<file path="src/include/sram_link_pkg.sv">
// Shared constants for the split-port burst memory link.
// Assumes one system clock; each link cycle is two clock phases.
`default_nettype none
package sram_link_pkg;
  localparam int LANE_W        = 9;   // Bits per byte lane
  localparam int DATA_W_DEF    = 18;  // Default data width
  localparam int ADDR_W_X9     = 23;
  localparam int ADDR_W_X18    = 22;
  localparam int ADDR_W_X36    = 21;
  localparam int MEM_AW_DEF    = 4;   // Address bits; 16 locations kept in flip-flops
  localparam int FIFO_DEPTH_DEF = 8;
  localparam int LAT_PLL_PH    = 3;   // 1.5 link cycles, in phases
  localparam int LAT_BYPASS_PH = 2;   // 1 link cycle, in phases
  localparam int PIPE_LEN      = 3;
  localparam logic RST_LOW     = 1'b0;
  localparam logic RST_HIGH    = 1'b1;

  // Address width follows the data width
  function automatic int addr_width(input int dw);
    addr_width = (dw == 9) ? ADDR_W_X9 : (dw == 18) ? ADDR_W_X18 : ADDR_W_X36;
  endfunction
endpackage
`default_nettype wire

</file>
<file path="src/include/sram_link_if.sv">
// Pin bundle between memory controller and burst memory.
// Assumes both ends share one clock; q holds its last value while q_oe is low.
`timescale 1ns/1ns
`default_nettype none
interface sram_link_if #(
  parameter int DATA_W = sram_link_pkg::DATA_W_DEF
);
  localparam int AW    = sram_link_pkg::addr_width(DATA_W);
  localparam int LANES = DATA_W / sram_link_pkg::LANE_W;

  logic              k;
  logic              k_n;
  logic              c;
  logic              c_n;
  logic [AW-1:0]     addr;
  logic              read_port_enable_n;
  logic              write_port_enable_n;
  logic [DATA_W-1:0] d;
  logic [LANES-1:0]  byte_lane_write_mask_n;
  logic [DATA_W-1:0] q;
  logic              q_oe;
  logic              echo_strobe;
  logic              echo_strobe_n;
  logic              pll_bypass_n;
  logic              single_clock_mode;

  modport device (
    input  k, k_n, c, c_n, addr, read_port_enable_n, write_port_enable_n,
    input  d, byte_lane_write_mask_n, pll_bypass_n, single_clock_mode,
    output q, q_oe, echo_strobe, echo_strobe_n
  );
  modport host (
    output k, k_n, c, c_n, addr, read_port_enable_n, write_port_enable_n,
    output d, byte_lane_write_mask_n, pll_bypass_n, single_clock_mode,
    input  q, q_oe, echo_strobe, echo_strobe_n
  );
endinterface
`default_nettype wire

</file>
<file path="src/hw/cmd_fifo.sv">
// Small flip-flop FIFO with valid/ready on both sides.
// Assumes one clock; ce low freezes all state.
`timescale 1ns/1ns
`default_nettype none
module cmd_fifo #(
  parameter int WIDTH = 8,
  parameter int DEPTH = sram_link_pkg::FIFO_DEPTH_DEF
) (
  // Clocking
  input  wire logic             clock,
  input  wire logic             rst_b,
  input  wire logic             ce,
  // Fill side
  input  wire logic             in_valid,
  output var  logic             in_ready,
  input  wire logic [WIDTH-1:0] in_data,
  // Drain side
  output var  logic             out_valid,
  input  wire logic             out_ready,
  output var  logic [WIDTH-1:0] out_data
);
  localparam int PW = $clog2(DEPTH);
  localparam int CW = $clog2(DEPTH + 1);

  logic [WIDTH-1:0] store_q [DEPTH];
  logic [PW-1:0]    wr_ptr_q;
  logic [PW-1:0]    rd_ptr_q;
  logic [CW-1:0]    count_q;
  logic             ready_q;

  // Handshakes
  wire           push     = ce & in_valid & ready_q;
  wire           pop      = ce & out_valid & out_ready;
  wire [CW-1:0]  count_d  = count_q + CW'(push) - CW'(pop);
  wire [PW-1:0]  wr_ptr_d = (wr_ptr_q == PW'(DEPTH - 1)) ? '0 : wr_ptr_q + PW'(1);
  wire [PW-1:0]  rd_ptr_d = (rd_ptr_q == PW'(DEPTH - 1)) ? '0 : rd_ptr_q + PW'(1);

  assign in_ready  = ready_q;
  assign out_valid = (count_q != '0);
  assign out_data  = store_q[rd_ptr_q];

  // Pointers and a registered ready, so full is honest one cycle ahead
  always_ff @(posedge clock or negedge rst_b) begin
    if (!rst_b) begin
      wr_ptr_q <= '0;
      rd_ptr_q <= '0;
      count_q  <= '0;
      ready_q  <= sram_link_pkg::RST_HIGH;
    end else if (ce) begin
      if (push) wr_ptr_q <= wr_ptr_d;
      if (pop) rd_ptr_q <= rd_ptr_d;
      count_q <= count_d;
      ready_q <= (count_d != CW'(DEPTH));
    end
  end

  // Storage needs no reset
  always_ff @(posedge clock) begin
    if (push) store_q[wr_ptr_q] <= in_data;
  end
endmodule // cmd_fifo
`default_nettype wire

</file>
<file path="src/hw/sram_port_host.sv">
// Memory controller end: queues commands, drives clocks and pins.
// Assumes the link's k pair is made here by halving the system clock.
`timescale 1ns/1ns
`default_nettype none
module sram_port_host #(
  parameter int DATA_W     = sram_link_pkg::DATA_W_DEF,
  parameter int FIFO_DEPTH = sram_link_pkg::FIFO_DEPTH_DEF
) (
  // Clocking
  input  wire logic                clock,
  input  wire logic                rst_b,
  input  wire logic                ce,
  // Command queue
  input  wire logic                cmd_valid,
  output var  logic                cmd_ready,
  input  wire logic                cmd_write,
  input  wire logic [sram_link_pkg::addr_width(DATA_W)-1:0] cmd_addr,
  input  wire logic [DATA_W-1:0]   cmd_data0,
  input  wire logic [DATA_W-1:0]   cmd_data1,
  input  wire logic [DATA_W/9-1:0] cmd_mask0_n,
  input  wire logic [DATA_W/9-1:0] cmd_mask1_n,
  // Mode levels
  input  wire logic                pll_off,
  input  wire logic                single_clock,
  // Read return
  output logic                     rd_valid,
  output logic [DATA_W-1:0]        rd_data0,
  output logic [DATA_W-1:0]        rd_data1,
  // Link
  sram_link_if.host                link
);
  localparam int AW = sram_link_pkg::addr_width(DATA_W);
  localparam int LN = DATA_W / sram_link_pkg::LANE_W;
  localparam int CW = 1 + AW + 2 * DATA_W + 2 * LN;

  logic              k_q, pbn_q, scm_q, rpe_n_q, wpe_n_q, wr_pend_q, second_q;
  logic [AW-1:0]     addr_q, wa_q;
  logic [DATA_W-1:0] d_q, wd1_q;
  logic [LN-1:0]     m_q, wm1_q;
  logic [CW-1:0]     head;
  logic              head_valid;

  // Pop only in the slot before a k rising edge, so the queue really fills
  wire               pop_slot = ~k_q;
  wire               take     = ce & pop_slot & head_valid;
  wire               h_write  = head[CW-1];
  wire [AW-1:0]      h_addr   = head[CW-2 -: AW];
  wire [DATA_W-1:0]  h_d0     = head[CW-2-AW -: DATA_W];
  wire [DATA_W-1:0]  h_d1     = head[CW-2-AW-DATA_W -: DATA_W];
  wire [LN-1:0]      h_m0     = head[2*LN-1 -: LN];
  wire [LN-1:0]      h_m1     = head[LN-1:0];

  cmd_fifo #(.WIDTH(CW), .DEPTH(FIFO_DEPTH)) u_cmd_fifo (
    .clock     (clock),
    .rst_b     (rst_b),
    .ce        (ce),
    .in_valid  (cmd_valid),
    .in_ready  (cmd_ready),
    .in_data   ({cmd_write, cmd_addr, cmd_data0, cmd_data1, cmd_mask0_n, cmd_mask1_n}),
    .out_valid (head_valid),
    .out_ready (pop_slot),
    .out_data  (head)
  );

  // Both clock pairs move together from one flop
  assign link.k                      = k_q;
  assign link.k_n                    = ~k_q;
  assign link.c                      = k_q;
  assign link.c_n                    = ~k_q;
  assign link.addr                   = addr_q;
  assign link.read_port_enable_n     = rpe_n_q;
  assign link.write_port_enable_n    = wpe_n_q;
  assign link.d                      = d_q;
  assign link.byte_lane_write_mask_n = m_q;
  assign link.pll_bypass_n           = pbn_q;
  assign link.single_clock_mode      = scm_q;

  // Pin driving: k phase carries read address and first word, k_n the rest
  always_ff @(posedge clock or negedge rst_b) begin
    if (!rst_b) begin
      k_q <= '0; pbn_q <= '1; scm_q <= '0; rpe_n_q <= '1; wpe_n_q <= '1;
      wr_pend_q <= '0; addr_q <= '0; wa_q <= '0; d_q <= '0; wd1_q <= '0;
      m_q <= '1; wm1_q <= '1;
    end else if (ce) begin
      k_q   <= ~k_q;
      pbn_q <= ~pll_off;
      scm_q <= single_clock;
      if (pop_slot) begin
        rpe_n_q   <= ~(take & ~h_write);
        wpe_n_q   <= ~(take & h_write);
        wr_pend_q <= take & h_write;
        addr_q    <= h_addr;
        d_q       <= h_d0;
        m_q       <= take & h_write ? h_m0 : '1;
        wa_q      <= h_addr;
        wd1_q     <= h_d1;
        wm1_q     <= h_m1;
      end else begin
        rpe_n_q <= '1;
        wpe_n_q <= '1;
        addr_q  <= wa_q;
        d_q     <= wd1_q;
        m_q     <= wr_pend_q ? wm1_q : '1;
      end
    end
  end

  // Pair returned words; bursts are always two words long
  always_ff @(posedge clock or negedge rst_b) begin
    if (!rst_b) begin
      second_q <= '0; rd_valid <= '0; rd_data0 <= '0; rd_data1 <= '0;
    end else if (ce) begin
      rd_valid <= link.q_oe & second_q;
      second_q <= link.q_oe & ~second_q;
      if (link.q_oe & ~second_q) rd_data0 <= link.q;
      if (link.q_oe & second_q) rd_data1 <= link.q;
    end
  end
endmodule // sram_port_host
`default_nettype wire

</file>
<file path="src/flat_wrapper.sv">
// flat-port wrapper written by rule: the top's interface ports become plain ports
module sram_port_host_flat 
#(
  parameter int DATA_W     = sram_link_pkg::DATA_W_DEF,
  parameter int FIFO_DEPTH = sram_link_pkg::FIFO_DEPTH_DEF
)
  (clock, rst_b, ce, cmd_valid, cmd_ready, cmd_write, cmd_addr, cmd_data0, cmd_data1, cmd_mask0_n, cmd_mask1_n, pll_off, single_clock, rd_valid, rd_data0, rd_data1, link_k, link_k_n, link_c, link_c_n, link_addr, link_read_port_enable_n, link_write_port_enable_n, link_d, link_byte_lane_write_mask_n, link_pll_bypass_n, link_single_clock_mode, link_q, link_q_oe, link_echo_strobe, link_echo_strobe_n);
  sram_link_if #(.DATA_W(DATA_W)) link_i ();
  input  wire logic clock;
  input  wire logic rst_b;
  input  wire logic ce;
  input  wire logic cmd_valid;
  output var  logic cmd_ready;
  input  wire logic cmd_write;
  input  wire logic [sram_link_pkg::addr_width(DATA_W)-1:0] cmd_addr;
  input  wire logic [DATA_W-1:0] cmd_data0;
  input  wire logic [DATA_W-1:0] cmd_data1;
  input  wire logic [DATA_W/9-1:0] cmd_mask0_n;
  input  wire logic [DATA_W/9-1:0] cmd_mask1_n;
  input  wire logic pll_off;
  input  wire logic single_clock;
  output logic rd_valid;
  output logic [DATA_W-1:0] rd_data0;
  output logic [DATA_W-1:0] rd_data1;
  output wire logic [$bits(link_i.k)-1:0] link_k;
  output wire logic [$bits(link_i.k_n)-1:0] link_k_n;
  output wire logic [$bits(link_i.c)-1:0] link_c;
  output wire logic [$bits(link_i.c_n)-1:0] link_c_n;
  output wire logic [$bits(link_i.addr)-1:0] link_addr;
  output wire logic [$bits(link_i.read_port_enable_n)-1:0] link_read_port_enable_n;
  output wire logic [$bits(link_i.write_port_enable_n)-1:0] link_write_port_enable_n;
  output wire logic [$bits(link_i.d)-1:0] link_d;
  output wire logic [$bits(link_i.byte_lane_write_mask_n)-1:0] link_byte_lane_write_mask_n;
  output wire logic [$bits(link_i.pll_bypass_n)-1:0] link_pll_bypass_n;
  output wire logic [$bits(link_i.single_clock_mode)-1:0] link_single_clock_mode;
  input wire logic [$bits(link_i.q)-1:0] link_q;
  input wire logic [$bits(link_i.q_oe)-1:0] link_q_oe;
  input wire logic [$bits(link_i.echo_strobe)-1:0] link_echo_strobe;
  input wire logic [$bits(link_i.echo_strobe_n)-1:0] link_echo_strobe_n;
  assign link_k = link_i.k;
  assign link_k_n = link_i.k_n;
  assign link_c = link_i.c;
  assign link_c_n = link_i.c_n;
  assign link_addr = link_i.addr;
  assign link_read_port_enable_n = link_i.read_port_enable_n;
  assign link_write_port_enable_n = link_i.write_port_enable_n;
  assign link_d = link_i.d;
  assign link_byte_lane_write_mask_n = link_i.byte_lane_write_mask_n;
  assign link_pll_bypass_n = link_i.pll_bypass_n;
  assign link_single_clock_mode = link_i.single_clock_mode;
  assign link_i.q = link_q;
  assign link_i.q_oe = link_q_oe;
  assign link_i.echo_strobe = link_echo_strobe;
  assign link_i.echo_strobe_n = link_echo_strobe_n;
  sram_port_host #(.DATA_W(DATA_W), .FIFO_DEPTH(FIFO_DEPTH)) u_core (.clock(clock), .rst_b(rst_b), .ce(ce), .cmd_valid(cmd_valid), .cmd_ready(cmd_ready), .cmd_write(cmd_write), .cmd_addr(cmd_addr), .cmd_data0(cmd_data0), .cmd_data1(cmd_data1), .cmd_mask0_n(cmd_mask0_n), .cmd_mask1_n(cmd_mask1_n), .pll_off(pll_off), .single_clock(single_clock), .rd_valid(rd_valid), .rd_data0(rd_data0), .rd_data1(rd_data1), .link(link_i));
endmodule
</file>
<file path="config.mk">
export PLATFORM = sky130hd
export DESIGN_NAME = sram_port_host_flat
export DESIGN_NICKNAME = d
export VERILOG_FILES = /design/src/include/sram_link_pkg.sv /design/src/include/sram_link_if.sv /design/src/hw/cmd_fifo.sv /design/src/hw/sram_port_host.sv /design/src/flat_wrapper.sv
export SDC_FILE = /design/constraint.sdc
export NUM_CORES = 1
export LEC_CHECK = 0
export BUFFER_PORTS_ARGS = -buffer_cell sky130_fd_sc_hd__buf_2
export CAP_MARGIN = 20
export CORE_MARGIN = 8
export CORE_UTILIZATION = 35
export CTS_CLUSTER_DIAMETER = 80
export DETAILED_ROUTE_END_ITERATION = 7
export SYNTH_ARGS = -nofsm -noshare
export SYNTH_HDL_FRONTEND = slang
export SYNTH_SLANG_ARGS = --single-unit
</file>
<file path="constraint.sdc">
create_clock -name clock -period 7.2 [get_ports clock]
set_input_delay 0.72 -clock clock [delete_from_list [all_inputs] [get_ports clock]]
set_output_delay 0.72 -clock clock [all_outputs]
set_load 0.02 [all_outputs]
</file>
# Word-level counts from Yosys, hierarchy flattened
# Memory sizes are Yosys's and may differ from the RTL's.
# Cells that the tools add are included.
# word_totals
reg_bits	117
ram_bits	504
in_bits	90
output_inout_bits	88
n_memories	1
# mem_list
memory	depth	word_bits	rd	rd_ports_with_merged_regs	write_ports	line_no	text
u_core.u_cmd_fifo.store_q	8	63	1	0	1	cmd_fifo.sv:25	logic [WIDTH-1:0] store_q [DEPTH];
# op_classes
n_addsub	4
eq_ne	3
n_mux	10
bitwise_logic	16
reduce_logical	6
# ops
operator	count
$mux W18	1
$and A1 B1 Y1	10
$reduce_and A2 Y1	5
$add A3 B1 Y3 const B	2
$eq A3 B3 Y1 const B	2
$mux W2	3
$mux W3	2
$not A1 Y1	6
$add A4 B1 Y4	1
$mux W1	4
$ne A4 B4 Y1 const B	1
$reduce_bool A4 Y1	1
$sub A4 B1 Y4	1

# Depth between registers and ports, before layout
# depth
ltp_word	6
mapped_depth	12

# By module
# A second synthesis with hierarchy kept.
# hier_totals
cells_unflattened	1078
area_unflattened_um2	24030.5
# modules_own_cells
module	instances	cells_per_inst	area_each_um2	seq_area_each_um2
cmd_fifo	1	798	19620.1	15411.0
sram_port_host	1	280	4410.5	2661.3

# Worst setup path after synthesis
# No wires, ideal clock.
# synth_path
kind	input-to-reg
start	in ce
end	mem u_core.u_cmd_fifo.store_q[0][0] (netlist bit) (enable)
setup_time_ns	0.561
t_arrival_ns	5.658
required_ns	6.639
slack_ns	0.980
path_stages	4
path_cell_list	buf_2 > nand3_1 > or2_2 > nor3_1
# synth_via
elab_chain_len	4
# synth_rtl
item	line_no	text
from (decl)	flat_wrapper.sv:11	input wire logic ce;
$and A1 B1 Y1 (2 in series)	cmd_fifo.sv:32	wire push = ce & in_valid & ready_q;
$mux W1	cmd_fifo.sv:59	if (push) store_q[wr_ptr_q] <= in_data;
$mux W1 (not written as such)	cmd_fifo.sv:59	
to (decl)	cmd_fifo.sv:25	
# No other way between the ends.

# Final worst setup path
# layout_path
start	reg u_core.k_q (netlist: u_core.link.c)
end	reg u_core.u_cmd_fifo.ready_q (netlist: u_core.u_cmd_fifo.in_ready)
# layout_via
elab_chain_len	4
# layout_rtl
item	line_no	text
from (decl)	sram_port_host.sv:36	logic k_q, pbn_q, scm_q, rpe_n_q, wpe_n_q, wr_pend_q, second_q;
from (signal assigned)	sram_port_host.sv:85	k_q <= ~k_q;
$not A1 Y1 (no line)	--	
$and A1 B1 Y1	cmd_fifo.sv:33	wire pop = ce & out_valid & out_ready;
$sub A4 B1 Y4	cmd_fifo.sv:34	wire [CW-1:0] count_d = count_q + CW'(push) - CW'(pop);
$ne A4 B4 Y1	cmd_fifo.sv:53	ready_q <= (count_d != CW'(DEPTH));
to (signal assigned)	cmd_fifo.sv:48	ready_q <= sram_link_pkg::RST_HIGH;
to (signal assigned)	cmd_fifo.sv:53	
to (decl)	cmd_fifo.sv:29	logic ready_q;
# No other way between the ends.
# A chain may end at the register's enable or synchronous reset.

==> flow_summary.ini <==
[outcome]
status = complete, no violations

[sta]
slew-limit-headroom = 0.287
hold_viol = 0
timing.fmax_mhz = 240
setup_tns_ns = 0
setup_viol = 0
finalMaxSlewViolations = 0
finalCriticalPeriod_ns = 4.16
fin_crit_sh = 0.578
rsz0062_at_grt = false
worstMarginPinSlew_ns = 1.07
finalClockSkew_ns = 0.0167

[placement]
io_buffers = 175
dp_hpwl_um = 30800
placed_area_um2 = 25400
dp.cells = 2228
globalplace.congestion = 0.710

[power]
clkPwrFrac = 0.314
switching_share = 0.309
ir_worst_vdd_v = 0.000207
power-per-cell-area_nw_per_um2 = 394
p_comb_frac = 0.247
p_seq_frac = 0.440
p_int_mw = 7.55
leakagePower_nw = 9.76
p_sw_mw = 3.37
total_power_mw = 10.9

[clocking]
clock_path_buffers = 3
cts_setup_buffers = 0
htree_levels = 3
tritoncts = done
worstSkewPairLatency_ns = 0.60
clk_pin_slew_ns = 0.06
clock_sinks = 621
ctsHoldBuffers = 0
ctsResizeCount = 0
cts_root_buf = clkbuf_16
cts_buffers = 68

[worst_setup_path]
critPathLaunchType = flop
slowest_stage = dfrtp_2
rrSetupSlack_ns = 3.04
path_max_fanout = 90
worst-setup-path-type = reg -> reg
path_cells = inv_1 > nand2_4 > nor2_1 > ha_1 > inv_1 > ha_1 > inv_1 > fa_1 > nand3b_1 > o32a_1
r2r-start = u_core.link.c
required_ns = 7.72
crit_arrival_ns = 4.68
startpoint = u_core.link.c
worstSetupEndpointType = flop
r2r_cells = 10
timing.rr.end = u_core.u_cmd_fifo.in_ready
slowest_delay_ns = 0.99
critPathMostFrequentCell = inv_1

[final_layout]
areaGrowthSynthToFinish_pct = 17.4
drive_above_1_share = 0.304
nets = 1526
utilization = 0.414
design_area_um2 = 27700
stdcell_count = 2360
final_common_cell = edfxtp_1
final_cell_mix = edfxtp_1 (504), buf_2 (174), mux2i_1 (119)

[drt]
first_pass_iters = 5
drt-initial-drc-count = 735
vias_per_cell = 4.98
routed-via-count = 11800
wl_per_cell_um = 22.6
ant_nets = 0
routed_wl_um = 53200
route.detailed.drc = 0

[synthesis]
ys_types = 37
synth_edf_count = 504
synth-seq-area-share = 0.766
synth-seq-cells = 621
synth_cells = 1228
synth-main-ff-cell = edfxtp_1
synth_fp_nets = 1328
ys_warn_count = 0
synth-async-reset-ratio = 0.188
syn_area_per_cell_um2 = 19.2
netlist_area_um2 = 23600

[die]
initial_utilization = 0.353
die-area_um2 = 76000
die_x_um = 276
die_h_um = 276
rows = 95
pin_count = 178
fp.coreArea_um2 = 66900

[flow_run]
max_cap_violations = 0

[grt]
grt_pass1_wl_um = 78500
overflow = 0
first_global_vias = 12700
grt.total_usage = 0.138
grt_max_degree = 91
antenna_found_initial = 17

[min_path]
hold_path_class = in -> async
synth_stat cells (2+ instances only):
cell	count	share of area
buf_4	16	0.0051
nand4b_1	2	0.00074
edfxtp_1	504	0.64
xnor2_1	2	0.00074
mux2_2	42	0.020
nand2_1	82	0.013
a31oi_1	20	0.0053
dfrtp_1	109	0.12
a22oi_1	17	0.0054
nor3_1	2	0.00042
mux4_2	89	0.085
nand2b_1	4	0.0011
a21oi_1	21	0.0045
a21o_1	2	0.00064
mux2i_1	119	0.050
nor2b_1	2	0.00053
clkbuf_1	27	0.0043
o21ai_0	50	0.011
nor3b_1	2	0.00064
ha_1	9	0.0048
nor2_1	31	0.0049
dfstp_2	8	0.0089
nand3_1	21	0.0045
inv_1	11	0.0017
nand3b_1	2	0.00064
buf_2	23	0.0049
cell type report:
class | count | area (µm²)
Sequential cell | 621 | 18100
Tap cell | 873 | 1090
Multi-Input combinational cell | 530 | 5210
Clock buffer | 84 | 1780
Timing Repair Buffer | 194 | 1040
Antenna cell | 5 | 12.5
Inverter | 11 | 41.3
Fill cell | 5896 | 39200
Clock inverter | 42 | 439
per-layer routing:
metal	up-vias	GRT usage	wire, µm
met4	14	0.0421	1220
met1	6078	0.176	22600
met2	314	0.218	24800
met3	98	0.0525	4570
li1	5250	-	-
met5	-	0	108
worst max-delay path by stage:
| stage | to | slack [ns] | depth (start not counted) |
|---|---|---|---|
| after global routing | u_core.u_cmd_fifo.in_ready | 2.74 | 10 |
| after detailed placement | u_core.u_cmd_fifo.in_ready | 3.02 | 10 |
| after CTS | u_core.u_cmd_fifo.in_ready | 3.01 | 10 |
| final | u_core.u_cmd_fifo.in_ready | 3.04 | 10 |
| after floorplan | u_core.u_cmd_fifo.store_q[0][0] | 0.98 | 4 |
| after global placement | u_core.u_cmd_fifo.in_ready | 3.05 | 10 |
kinds of logic (layout without fill, tap and decap cells):
kind of cell / Yosys count / after routing / synth area share
xor+xnor: 3 / 3 / 0.00111
flops: 621 / 621 / 0.766
compound gates: 114 / 114 / 0.0279
other cells: 0 / 5 / 0
simple gates: 153 / 153 / 0.0279
fa+ha+maj: 10 / 10 / 0.00562
mux: 250 / 250 / 0.155
buf+inv: 77 / 331 / 0.0160
worst max-delay path: cells and delay by family, from the launching register on:
kind | cells | cell delay, ns
adder cells (fa/ha/maj) | 3 | 1.04
flip-flops | 1 | 0.99
AO/OA/AOI/OAI | 1 | 0.31
AND/OR/NAND/NOR | 3 | 1.15
buffers and inverters | 3 | 0.50
power by group through the flow:
stage          Combinational [mW]  Sequential (mW)  Clock (mW)
6_report                     2.69             4.80        3.42
5_1_grt                      2.93             4.87        3.64
4_1_cts                      2.75             4.81        3.51
3_5_place_dp                 2.74             4.88           0
3_3_place_gp                 2.71             4.86           0
2_1_floorplan                1.84             4.86           0
sequential cells by signal (all words and copies together), names as in the netlist, 2 cells and up:
signal                              cells
u_core.rd_data1                        18
u_core.u_cmd_fifo.rd_ptr_q              3
u_core.wa_q                            22
u_core.u_cmd_fifo.wr_ptr_q              3
u_core.rd_data0                        18
u_core.u_cmd_fifo.count_q               4
u_core.u_cmd_fifo.store_q             504
u_core.link.d                          18
u_core.wd1_q                           18
u_core.wm1_q                            2
u_core.link.byte_lane_write_mask_n      2
through the flow:
stage / setup WS (ns) / hold WS (ns)
after floorplan: 0.980 / 0.424
after global placement: 3.05 / 0.452
after detailed placement: 3.02 / 0.454
after CTS: 3.01 / 0.156
after global routing: 2.74 / 0.170
final: 3.04 / 0.130
(Power assumes the default switching activity.)
